==> src/verilog/spr_pkg.sv <==
// Functional notes
// Host writes: START, write address, register address byte, data byte.
// Device acknowledges every byte of a register write transaction.
// Configuration accepted any time after power up, channels independently.
// Globals at channel_select_low, channel_select_high, page_and_broadcast_select reachable on every page.
// Select bit set to 1 selects a channel; writes update all selected.
// Low select maps channels 7..0, high select channels 15..8.
// Channel read with more than one channel selected returns 0x00.
// Page bit 0: 1 routes to channel registers, 0 to shared registers.
// Page bits 1 and 0 set broadcast writes to all sixteen channels.
// Page 0x03 with one channel: reads that channel, writes go to all.
// Page register bits 7..2 reset to and read as zero.
// Bits honour access class: read-only, read/write, write-only, self-clearing.
// Shared registers affect all channels; channel registers only their own.
// Host changes part of a register by read-modify-write.
// Host does not write undocumented reserved locations.
// Address LSB is 0 for write and 1 for read.
// Read: address, register byte, repeated START, read address, data, NACK.
// Channel mask and page bits reset to zero after power-on.
package spr_pkg;
  localparam int NUM_CH = 16;
  localparam int CH_IDX_W = 4;
  localparam logic [7:0] REG_CSEL_LO = 8'hFC;
  localparam logic [7:0] REG_CSEL_HI = 8'hFD;
  localparam logic [7:0] REG_PAGE = 8'hFF;
  localparam int PAGE_CH_BIT = 0;
  localparam int PAGE_BC_BIT = 1;
  localparam logic [1:0] PAGE_RESET = 2'h0;
  localparam logic [15:0] CSEL_RESET = 16'h0000;
  localparam logic [15:0] ALL_CH = 16'hFFFF;
  localparam logic [7:0] READ_ZERO = 8'h00;
  localparam logic [5:0] PAGE_UNUSED = 6'h00;
  localparam logic [3:0] CNT_ONE = 4'h1;
  localparam logic [3:0] BYTE_DONE = 4'h8;
  localparam logic [3:0] ACK_DONE = 4'h9;
  localparam logic RW_READ = 1'b1;

  typedef struct packed {
    logic shared;
    logic [NUM_CH-1:0] mask;
    logic [7:0] addr;
    logic [7:0] data;
  } spr_wr_t;

  typedef enum logic [2:0] {
    ST_IDLE,
    ST_ADDR,
    ST_REG,
    ST_WDATA,
    ST_RDATA,
    ST_SKIP
  } spr_state_t;
endpackage : spr_pkg

==> src/verilog/spr_top.sv <==
`timescale 1ns/100ps
`default_nettype none
module spr_top
  import spr_pkg::*;
(
  // clock and reset
  input wire logic clock_i,
  input wire logic resetn_i,
  // smbus pins
  input wire logic scl_i,
  input wire logic sda_i,
  output var logic sda_o,
  output var logic sda_oe_n_o,
  input wire logic [6:0] dev_addr_i,
  // write port to shared and channel register banks
  output var logic wr_stb_o,
  output var spr_wr_t wr_o,
  // read port from register banks
  output var logic [7:0] rd_addr_o,
  output var logic rd_shared_o,
  output var logic [CH_IDX_W-1:0] rd_chan_o,
  input wire logic [7:0] rd_data_i
);

  logic scl_q;
  logic sda_q;
  spr_state_t state_r, state_nxt;
  logic [3:0] cnt_r, cnt_nxt;
  logic [7:0] shift_r, shift_nxt;
  logic [7:0] tx_r, tx_nxt;
  logic drive_r, drive_nxt;
  logic nack_r, nack_nxt;
  logic [7:0] reg_addr_r, reg_addr_nxt;
  logic [NUM_CH-1:0] csel_r, csel_nxt;
  logic [1:0] page_r, page_nxt;
  logic wr_stb_nxt;
  spr_wr_t wr_nxt;
  logic [CH_IDX_W-1:0] chan_nxt;

  function automatic logic [CH_IDX_W-1:0] chan_index(input logic [NUM_CH-1:0] m);
    logic [CH_IDX_W-1:0] idx;
    idx = '0;
    for (int i = 0; i < NUM_CH; i++)
    begin
      if (m[i])
      begin
        idx = CH_IDX_W'(i);
      end
    end
    return idx;
  endfunction : chan_index

  // bus events, pins taken as synchronous
  wire scl_rise = scl_i & ~scl_q;
  wire scl_fall = ~scl_i & scl_q;
  wire start_det = scl_i & scl_q & sda_q & ~sda_i;
  wire stop_det = scl_i & scl_q & ~sda_q & sda_i;

  wire byte_end = scl_fall & (cnt_r == BYTE_DONE);
  // address match, lsb is direction
  wire addr_hit = (shift_r[7:1] == dev_addr_i);
  // write sequence states
  // ack every byte of a write
  wire ack_now = byte_end & (((state_r == ST_ADDR) & addr_hit) |
                             (state_r == ST_REG) | (state_r == ST_WDATA));
  wire commit = byte_end & (state_r == ST_WDATA);
  // byte served after our ack or a master ack
  wire load_tx = scl_fall & (cnt_r == ACK_DONE) & (state_r == ST_RDATA) & ~nack_r;

  // globals decoded ahead of page routing
  wire wr_lo = (reg_addr_r == REG_CSEL_LO);
  wire wr_hi = (reg_addr_r == REG_CSEL_HI);
  wire wr_pg = (reg_addr_r == REG_PAGE);
  wire is_global = wr_lo | wr_hi | wr_pg;

  wire ch_page = page_r[PAGE_CH_BIT];
  wire one_hot = (csel_r != CSEL_RESET) & ((csel_r & (csel_r - NUM_CH'(CNT_ONE))) == CSEL_RESET);
  // broadcast only with the channel page
  wire bcast = ch_page & page_r[PAGE_BC_BIT];
  // writes follow the mask
  // broadcast write while reads use the single selection
  wire [NUM_CH-1:0] wr_mask = bcast ? ALL_CH : csel_r;

  // multi-select channel read answers zero
  // unused page bits read zero
  wire [7:0] rd_bank = (ch_page & ~one_hot) ? READ_ZERO : rd_data_i;
  wire [7:0] rd_val = wr_lo ? csel_r[7:0] :
                      wr_hi ? csel_r[15:8] :
                      wr_pg ? {PAGE_UNUSED, page_r} : rd_bank;

  always_comb
  begin
    state_nxt = state_r;
    cnt_nxt = cnt_r;
    shift_nxt = shift_r;
    tx_nxt = tx_r;
    drive_nxt = drive_r;
    nack_nxt = nack_r;
    reg_addr_nxt = reg_addr_r;
    csel_nxt = csel_r;
    page_nxt = page_r;
    wr_stb_nxt = 1'b0;
    wr_nxt = wr_o;
    // repeated start restarts the address phase at any point
    if (start_det)
    begin
      state_nxt = ST_ADDR;
      cnt_nxt = '0;
      drive_nxt = 1'b0;
    end
    else if (stop_det)
    begin
      state_nxt = ST_IDLE;
      cnt_nxt = '0;
      drive_nxt = 1'b0;
    end
    else if (scl_rise)
    begin
      if (cnt_r != ACK_DONE)
      begin
        cnt_nxt = cnt_r + CNT_ONE;
      end
      if (cnt_r == BYTE_DONE)
      begin
        nack_nxt = sda_i;
      end
      else if (cnt_r < BYTE_DONE)
      begin
        shift_nxt = {shift_r[6:0], sda_i};
      end
    end
    else if (scl_fall)
    begin
      if (cnt_r == ACK_DONE)
      begin
        cnt_nxt = '0;
        drive_nxt = 1'b0;
        if (state_r == ST_RDATA)
        begin
          if (nack_r)
          begin
            state_nxt = ST_SKIP;
          end
          else
          begin
            tx_nxt = rd_val;
            drive_nxt = ~rd_val[7];
          end
        end
      end
      else if (state_r == ST_RDATA)
      begin
        if (cnt_r != '0)
        begin
          tx_nxt = {tx_r[6:0], 1'b0};
          drive_nxt = (cnt_r != BYTE_DONE) & ~tx_r[6];
        end
      end
      else if (byte_end)
      begin
        drive_nxt = ack_now;
        case (state_r)
          ST_ADDR:
          begin
            state_nxt = ~addr_hit ? ST_SKIP : (shift_r[0] == RW_READ) ? ST_RDATA : ST_REG;
          end
          ST_REG:
          begin
            reg_addr_nxt = shift_r;
            state_nxt = ST_WDATA;
          end
          ST_WDATA:
          begin
            // config taken whenever addressed
            if (wr_lo)
            begin
              csel_nxt[7:0] = shift_r;
            end
            // high byte holds channels 15..8
            if (wr_hi)
            begin
              csel_nxt[15:8] = shift_r;
            end
            // only defined page bits store
            if (wr_pg)
            begin
              page_nxt = shift_r[1:0];
            end
            // shared versus per-channel target
            // page bit 0 routes the access
            if (!is_global)
            begin
              wr_stb_nxt = 1'b1;
              wr_nxt.shared = ~ch_page;
              wr_nxt.mask = ch_page ? wr_mask : CSEL_RESET;
              wr_nxt.addr = reg_addr_r;
              wr_nxt.data = shift_r;
            end
          end
          default:
          begin
          end
        endcase
      end
    end
  end

  always_ff @(posedge clock_i or negedge resetn_i)
  begin
    if (!resetn_i)
    begin
      scl_q <= 1'b1;
      sda_q <= 1'b1;
      state_r <= ST_IDLE;
      cnt_r <= '0;
      shift_r <= '0;
      tx_r <= '0;
      drive_r <= 1'b0;
      sda_oe_n_o <= 1'b1;
      nack_r <= 1'b0;
      reg_addr_r <= '0;
    end
    else
    begin
      scl_q <= scl_i;
      sda_q <= sda_i;
      state_r <= state_nxt;
      cnt_r <= cnt_nxt;
      shift_r <= shift_nxt;
      tx_r <= tx_nxt;
      drive_r <= drive_nxt;
      sda_oe_n_o <= ~drive_nxt;
      nack_r <= nack_nxt;
      reg_addr_r <= reg_addr_nxt;
    end
  end

  // shared page, no channel after reset
  always_ff @(posedge clock_i or negedge resetn_i)
  begin
    if (!resetn_i)
    begin
      csel_r <= CSEL_RESET;
      page_r <= PAGE_RESET;
      wr_stb_o <= 1'b0;
      wr_o <= '0;
      rd_chan_o <= '0;
      rd_shared_o <= 1'b1;
    end
    else
    begin
      csel_r <= csel_nxt;
      page_r <= page_nxt;
      wr_stb_o <= wr_stb_nxt;
      wr_o <= wr_nxt;
      rd_chan_o <= chan_nxt;
      rd_shared_o <= ~page_nxt[PAGE_CH_BIT];
    end
  end

  assign chan_nxt = chan_index(csel_r);
  assign sda_o = 1'b0;
  assign rd_addr_o = reg_addr_r;
endmodule : spr_top
`default_nettype wire
==> config.mk <==
export PLATFORM = sky130hd
export DESIGN_NAME = spr_top
export DESIGN_NICKNAME = d
export VERILOG_FILES = /design/src/verilog/spr_pkg.sv /design/src/verilog/spr_top.sv
export SDC_FILE = /design/constraint.sdc
export NUM_CORES = 1
export LEC_CHECK = 0
export BUFFER_PORTS_ARGS = -buffer_cell sky130_fd_sc_hd__buf_2
export CAP_MARGIN = 20
export CORE_ASPECT_RATIO = 1.75
export CORE_MARGIN = 2
export CORE_UTILIZATION = 30
export DETAILED_ROUTE_END_ITERATION = 8
export PLACE_DENSITY_LB_ADDON = 0.08
export SLEW_MARGIN = 0
export SYNTH_ARGS = -nofsm -noshare
export SYNTH_HDL_FRONTEND = slang
export SYNTH_SLANG_ARGS = --single-unit
export TNS_END_PERCENT = 20
==> constraint.sdc <==
create_clock -name clock_i -period 3.1 [get_ports clock_i]
set_input_delay 0.62 -clock clock_i [delete_from_list [all_inputs] [get_ports clock_i]]
set_output_delay 0.62 -clock clock_i [all_outputs]
set_load 0.05 [all_outputs]
==> impl_metrics.ini, run 1 <==
[clock_tree]
root_buffer = clkbuf_16
clk_latency_ns = 0.35
clkTransAtPathRegs_ns = 0.07
htreeDepth = 3
cts.sinks = 92
hold_buffers = 0
cts_setup_buffers = 0
ctsResizeCount = 0
cts_buffers = 9
clock_path_buffers = 2
cts_tree = done

[detailed_routing]
drt-total-wl_mm = 12.7
drcViolationCount = 0
viasPerCell = 5.05
dr_total_vias = 3524
drtAntennaViolNets = 0
drt-wirelength-per-cell_um = 18.3
drt_iter0_drc = 179
firstDrtPassIters = 4

[synth]
synthFlopType = dfrtp_1
synth_cell_type_count = 62
synth_edf_count = 0
synth_seq_area_share_pct = 49.5
syn_inst = 442
ys_warn_count = 0
synthesis.nets = 467
async_reset_ff_share_pct = 100
syn_avg_cell_area_um2 = 10.5
synth_area_um2 = 4660
synth_seq_cells = 92

[placed_design]
dp_cells = 682
gp_congestion = 0.808
post-dp-hpwl_mm = 9.41
portBuffers = 66

[global_routing]
grt_use_total_pct = 16.0
antenna_found_initial = 0
grt_pass1_vias = 3635
gr-total-overflow = 0
grt_max_degree = 68
grt_pass1_wl_mm = 20.7

[cells_and_area]
final_util_pct = 36.1
final_cell_mix = dfrtp_1, buf_2, mux2_2
stdcell_count = 698
syn2layout_area_growth_pct = 18.5
final_nets = 532
antenna_cells = 0
layout_commonest_cell = dfrtp_1
layout-drive-gt1-share_pct = 32.2

[timing]
fin_skew_ns = 0.0102
rsz0062_at_grt = false
period_needed_ns = 2.53
setup_viol = 0
hold_viol_final = 0
setup_tns_ns = 0
drv_slew = 0
post-route-period-util_pct = 81.5
worst_pin_slew_ns = 0.729
fmax_mhz = 396
max_slew_margin_pct = 51.2

[die]
row_count = 60
core_area_um2 = 15300
die_h_um = 169
initial_core_util_pct = 30.4
chipWidth_um = 98.2
io_pins = 68
dieArea_um2 = 16600

[status]
status = finished, final reports clean

[pwr]
power_density_nw_per_um2 = 489
peakVddDrop_mv = 0.228
leakagePower_nw = 2.66

[setup_path]
path_max_fanout = 9
startpoint_type = register
worstPathRequired_ns = 3.38
cp-end-kind = register
path_class = reg -> reg
worstPathArrival_ns = 2.81

[run]
max_cap_viol_count = 0

[worst_hold_path]
hp-class = in -> async
flip-flops by register name, indices dropped and copies added, names as in the netlist:
register / cells
rd_addr_o: 8
scl_q: 1
csel_r: 16
tx_r: 7
rd_chan_o: 4
cnt_r: 4
sda_q: 1
page_r: 2
nack_r: 1
wr_o: 33
drive_r: 1
shift_r: 8
state_r: 3
sda_oe_n_o: 1
rd_shared_o: 1
wr_stb_o: 1
critical path, cell delays in order, from the launching register on:
cell,delay [ns]
dfrtp_1,0.54
nor4_4,0.48
nand2_1,0.15
o41a_1,0.38
nor4_4,0.30
a21bo_1,0.20
and3b_2,0.24
a31o_1,0.16
power by group:
part	total, W	leakage (nW)	switching, W	internal [W]
registers	0.00139	1.22	0.000137	0.00125
logic	0.000216	1.30	0.000105	0.000111
clock network	0.00109	0.142	0.000513	0.000581
total	0.00270	2.66	0.000754	0.00195
metrics by stage:
step | total power (W) | hold WS, ns | worst slack (ns) | area [µm²]
3_5_place_dp | 0.00164 | 0.475 | 0.358 | 5230
6_report | 0.00270 | 0.202 | 0.573 | 5520
2_1_floorplan | 0.00150 | 0.324 | 0.772 | 4660
4_1_cts | 0.00276 | 0.213 | 0.544 | 5520
5_1_grt | 0.00285 | 0.228 | 0.277 | 5520
3_3_place_gp | 0.00163 | 0.459 | 0.387 | 5230
Yosys cell counts (all sizes together) (4+ instances only):
library cell,n,share of area [%]
a21oi,16,1.7
a31o,4,0.75
buf,9,1.2
clkbuf,18,1.5
dfrtp,88,47
dfstp,4,2.3
ha,6,1.6
inv,17,1.4
mux2,53,13
mux2i,6,1.3
nand2,40,3.2
nand2b,7,0.94
nand3,14,1.6
nor2,26,2.1
nor2b,4,0.54
nor3,9,1.2
nor4,7,2.0
o21ai,42,4.5
o221ai,4,0.75
o31ai,5,0.81
or3,6,0.81
xnor2,4,0.75
xor2,5,0.94
layer usage:
layer	global-route usage [%]	vias up	share of wire, %
met5	0	-	0
met4	5.06	0	1.1
met3	2.19	9	2.7
met2	30.0	65	55
met1	18.5	1742	41
li1	-	1708	-
kinds of logic (layout without fill, tap and decap cells):
kind of cell    Yosys count  in the layout  synth area share, %
simple gates            129            129                 15.0
other cells               1              1               0.0804
mux                      59             59                 14.2
xor+xnor                  9              9                 1.69
flops                    92             92                 49.5
fa+ha+maj                 6              6                 1.61
buf+inv                  44            114                 4.03
compound gates          102            102                 13.9
area by class of cell:
class | instances | area (µm²)
inverter | 17 | 63.8
clock inverter | 6 | 53.8
tap | 186 | 233
multi-input combinational | 306 | 2170
fill | 1597 | 9790
clock buffer | 10 | 239
sequential | 92 | 2310
timing repair buffer | 81 | 458
path summary, 6_finish.rpt:
kind / from / end / slack, ns / depth (start not counted)
setup / recovery: csel_r[4] / tx_r[6] / 0.57 / 7
hold / removal: resetn_i / tx_r[4] / 0.20 / 1
setup reg to reg: csel_r[4] / tx_r[6] / 0.57 / 7
hold reg to reg: wr_o[29] / wr_o[29] / 0.48 / 2
max in group asynchronous: resetn_i / rd_addr_o[5] / 2.20 / 2
min in group clock_i: scl_i / scl_q / 0.41 / 1
(Power assumes the default switching activity.)
==> run 2, diff against run 1 <==
==> constraint.sdc (replaced) <==
create_clock -name clock_i -period 2.7 [get_ports clock_i]
set_input_delay 0.54 -clock clock_i [delete_from_list [all_inputs] [get_ports clock_i]]
set_output_delay 0.54 -clock clock_i [all_outputs]
set_load 0.05 [all_outputs]
==> run 2 against run 1 <==
  * Clock skew shrank 0.0036 ns
  * Setup slack lost 0.40 ns
  * Via count grew 2.2%
  * Utilization grew 0.58 points
  * Final cell count grew 1.4%
  * Power grew 17%
  * Sequential power grew 15%
  * Critical path type unchanged
  * Critical endpoint is now tx_r[4]
==> impl_metrics.ini, run 2 (synthesized netlist as in run 1, its figures left out) <==
[setup_path]
reg2reg_to = tx_r[4]
rr_startpoint = csel_r[0]
worstPathRequired_ns = 2.99
path_max_fanout = 7
regToRegSetupSlack_ns = 0.17
cp-end-kind = register
worstPathArrival_ns = 2.82
path_class = reg -> reg
crit_end = tx_r[4]
r2r_cells = 7
startpoint_type = register
critPathLaunch = csel_r[0]

[global_routing]
grt_max_degree = 53
grt_pass1_wl_mm = 20.8
antenna_found_initial = 0
grtUsageMet3_pct = 1.94
top_usage_layer = met2
grt_pass1_vias = 3731
grtUsageMet1_pct = 18.2
met2_usage_pct = 30.2
gr-total-overflow = 0
grt_use_total_pct = 16.2

[die]
chipWidth_um = 98.2
core_area_um2 = 15300
initial_core_util_pct = 30.4
die_h_um = 169
dieArea_um2 = 16600
row_count = 60
io_pins = 68

[clock_tree]
hold_buffers = 0
cts_setup_buffers = 0
htreeDepth = 3
clkTransAtPathRegs_ns = 0.07
cts.sinks = 92
cts_buffers = 9
ctsResizeCount = 0
cts_tree = done
root_buffer = clkbuf_16
clock_path_buffers = 2
clk_latency_ns = 0.35

[timing]
rsz0062_at_grt = false
max_slew_margin_pct = 59.3
setup_tns_ns = 0
period_needed_ns = 2.53
post-route-period-util_pct = 93.7
worst_hold_slack_ns = 0.178
fmax_mhz = 395
setup_viol = 0
hold_viol_final = 0
fin_skew_ns = 0.00665
drv_slew = 0
worst_pin_slew_ns = 0.605

[cells_and_area]
final_nets = 543
reg_top3 = wr_o: 33 flops, csel_r: 16 flops
syn2layout_area_growth_pct = 20.4
largest_reg_flops = 33
layout_commonest_cell = dfrtp_1
antenna_cells = 0
design_area_um2 = 5610
top_register = wr_o
final_util_pct = 36.7
final_cell_mix = dfrtp_1, buf_2, mux2_2
layout-drive-gt1-share_pct = 33.5

[detailed_routing]
dr_total_vias = 3602
drt-wirelength-per-cell_um = 18.4
drt-total-wl_mm = 13.0
firstDrtPassIters = 4
viasPerCell = 5.09
drtAntennaViolNets = 0
drt_iter0_drc = 153
drcViolationCount = 0

[pwr]
finalPower_w = 0.00316
peakVddDrop_mv = 0.280
power_density_nw_per_um2 = 563
leakagePower_nw = 2.72

[worst_hold_path]
hp-class = in -> async

[status]
status = finished, final reports clean

[placed_design]
post-dp-hpwl_mm = 9.70
gp_congestion = 0.771
portBuffers = 66
placed_cell_area_um2 = 5310

[run]
max_cap_viol_count = 0
[run 2: cell count changes in the layout (fill, tap and decap cells not counted), sizes merged]
| cell | before | now |
|---|---|---|
| buf | 81 | 92 |
| bufinv | 0 | 1 |
| clkbuf | 10 | 9 |
| clkinv | 2 | 1 |
| clkinvlp | 1 | 2 |
| inv | 20 | 19 |
[run 2: worst min path at each step]
stage                         from           end  slack, ns  depth (start not counted)
after global routing      resetn_i  rd_chan_o[1]       0.23                          1
after floorplan           resetn_i      cnt_r[0]       0.24                          0
final                     resetn_i  rd_chan_o[1]       0.18                          1
after detailed placement  wr_o[23]      wr_o[23]       0.47                          2
after CTS                 resetn_i  rd_chan_o[1]       0.20                          1
after global placement    wr_o[29]      wr_o[29]       0.46                          2
[run 2: report_power, final]
group | internal, W | switching [W]
clock network | 0.000724 | 0.000579
logic | 0.000131 | 0.000126
registers | 0.00144 | 0.000159
[run 2: stage by stage]
stage                     setup slack [ns]  cells
after floorplan                      0.372    442
after global placement               0.220    693
after detailed placement             0.182    693
after CTS                            0.161    708
after global routing                0.0453    708
final                                0.170    708
[run 2: area by class of cell]
type / count / area (µm²)
clock buffers: 9 / 225
clock inverters: 6 / 73.8
fillers: 1613 / 9700
inverters: 17 / 63.8
multi-input cells: 306 / 2170
flip-flops and latches: 92 / 2310
well taps: 186 / 233
repair buffers: 92 / 541
[run 2: per-layer routing]
metal  wire length [µm]  vias to the layer above
li1                   -                     1734
met1               5190                     1789
met2               7210                       59
met3                305                       20
met4                323                        0
met5                  0                        -
[run 2: worst max-delay path, cell delays in order (launching register included)]
cell	delay [ns]
dfrtp_1	0.49
nor4_2	0.49
nand2_1	0.18
o41a_1	0.39
nor4_4	0.31
a21bo_1	0.21
and3b_2	0.24
a31o_1	0.15
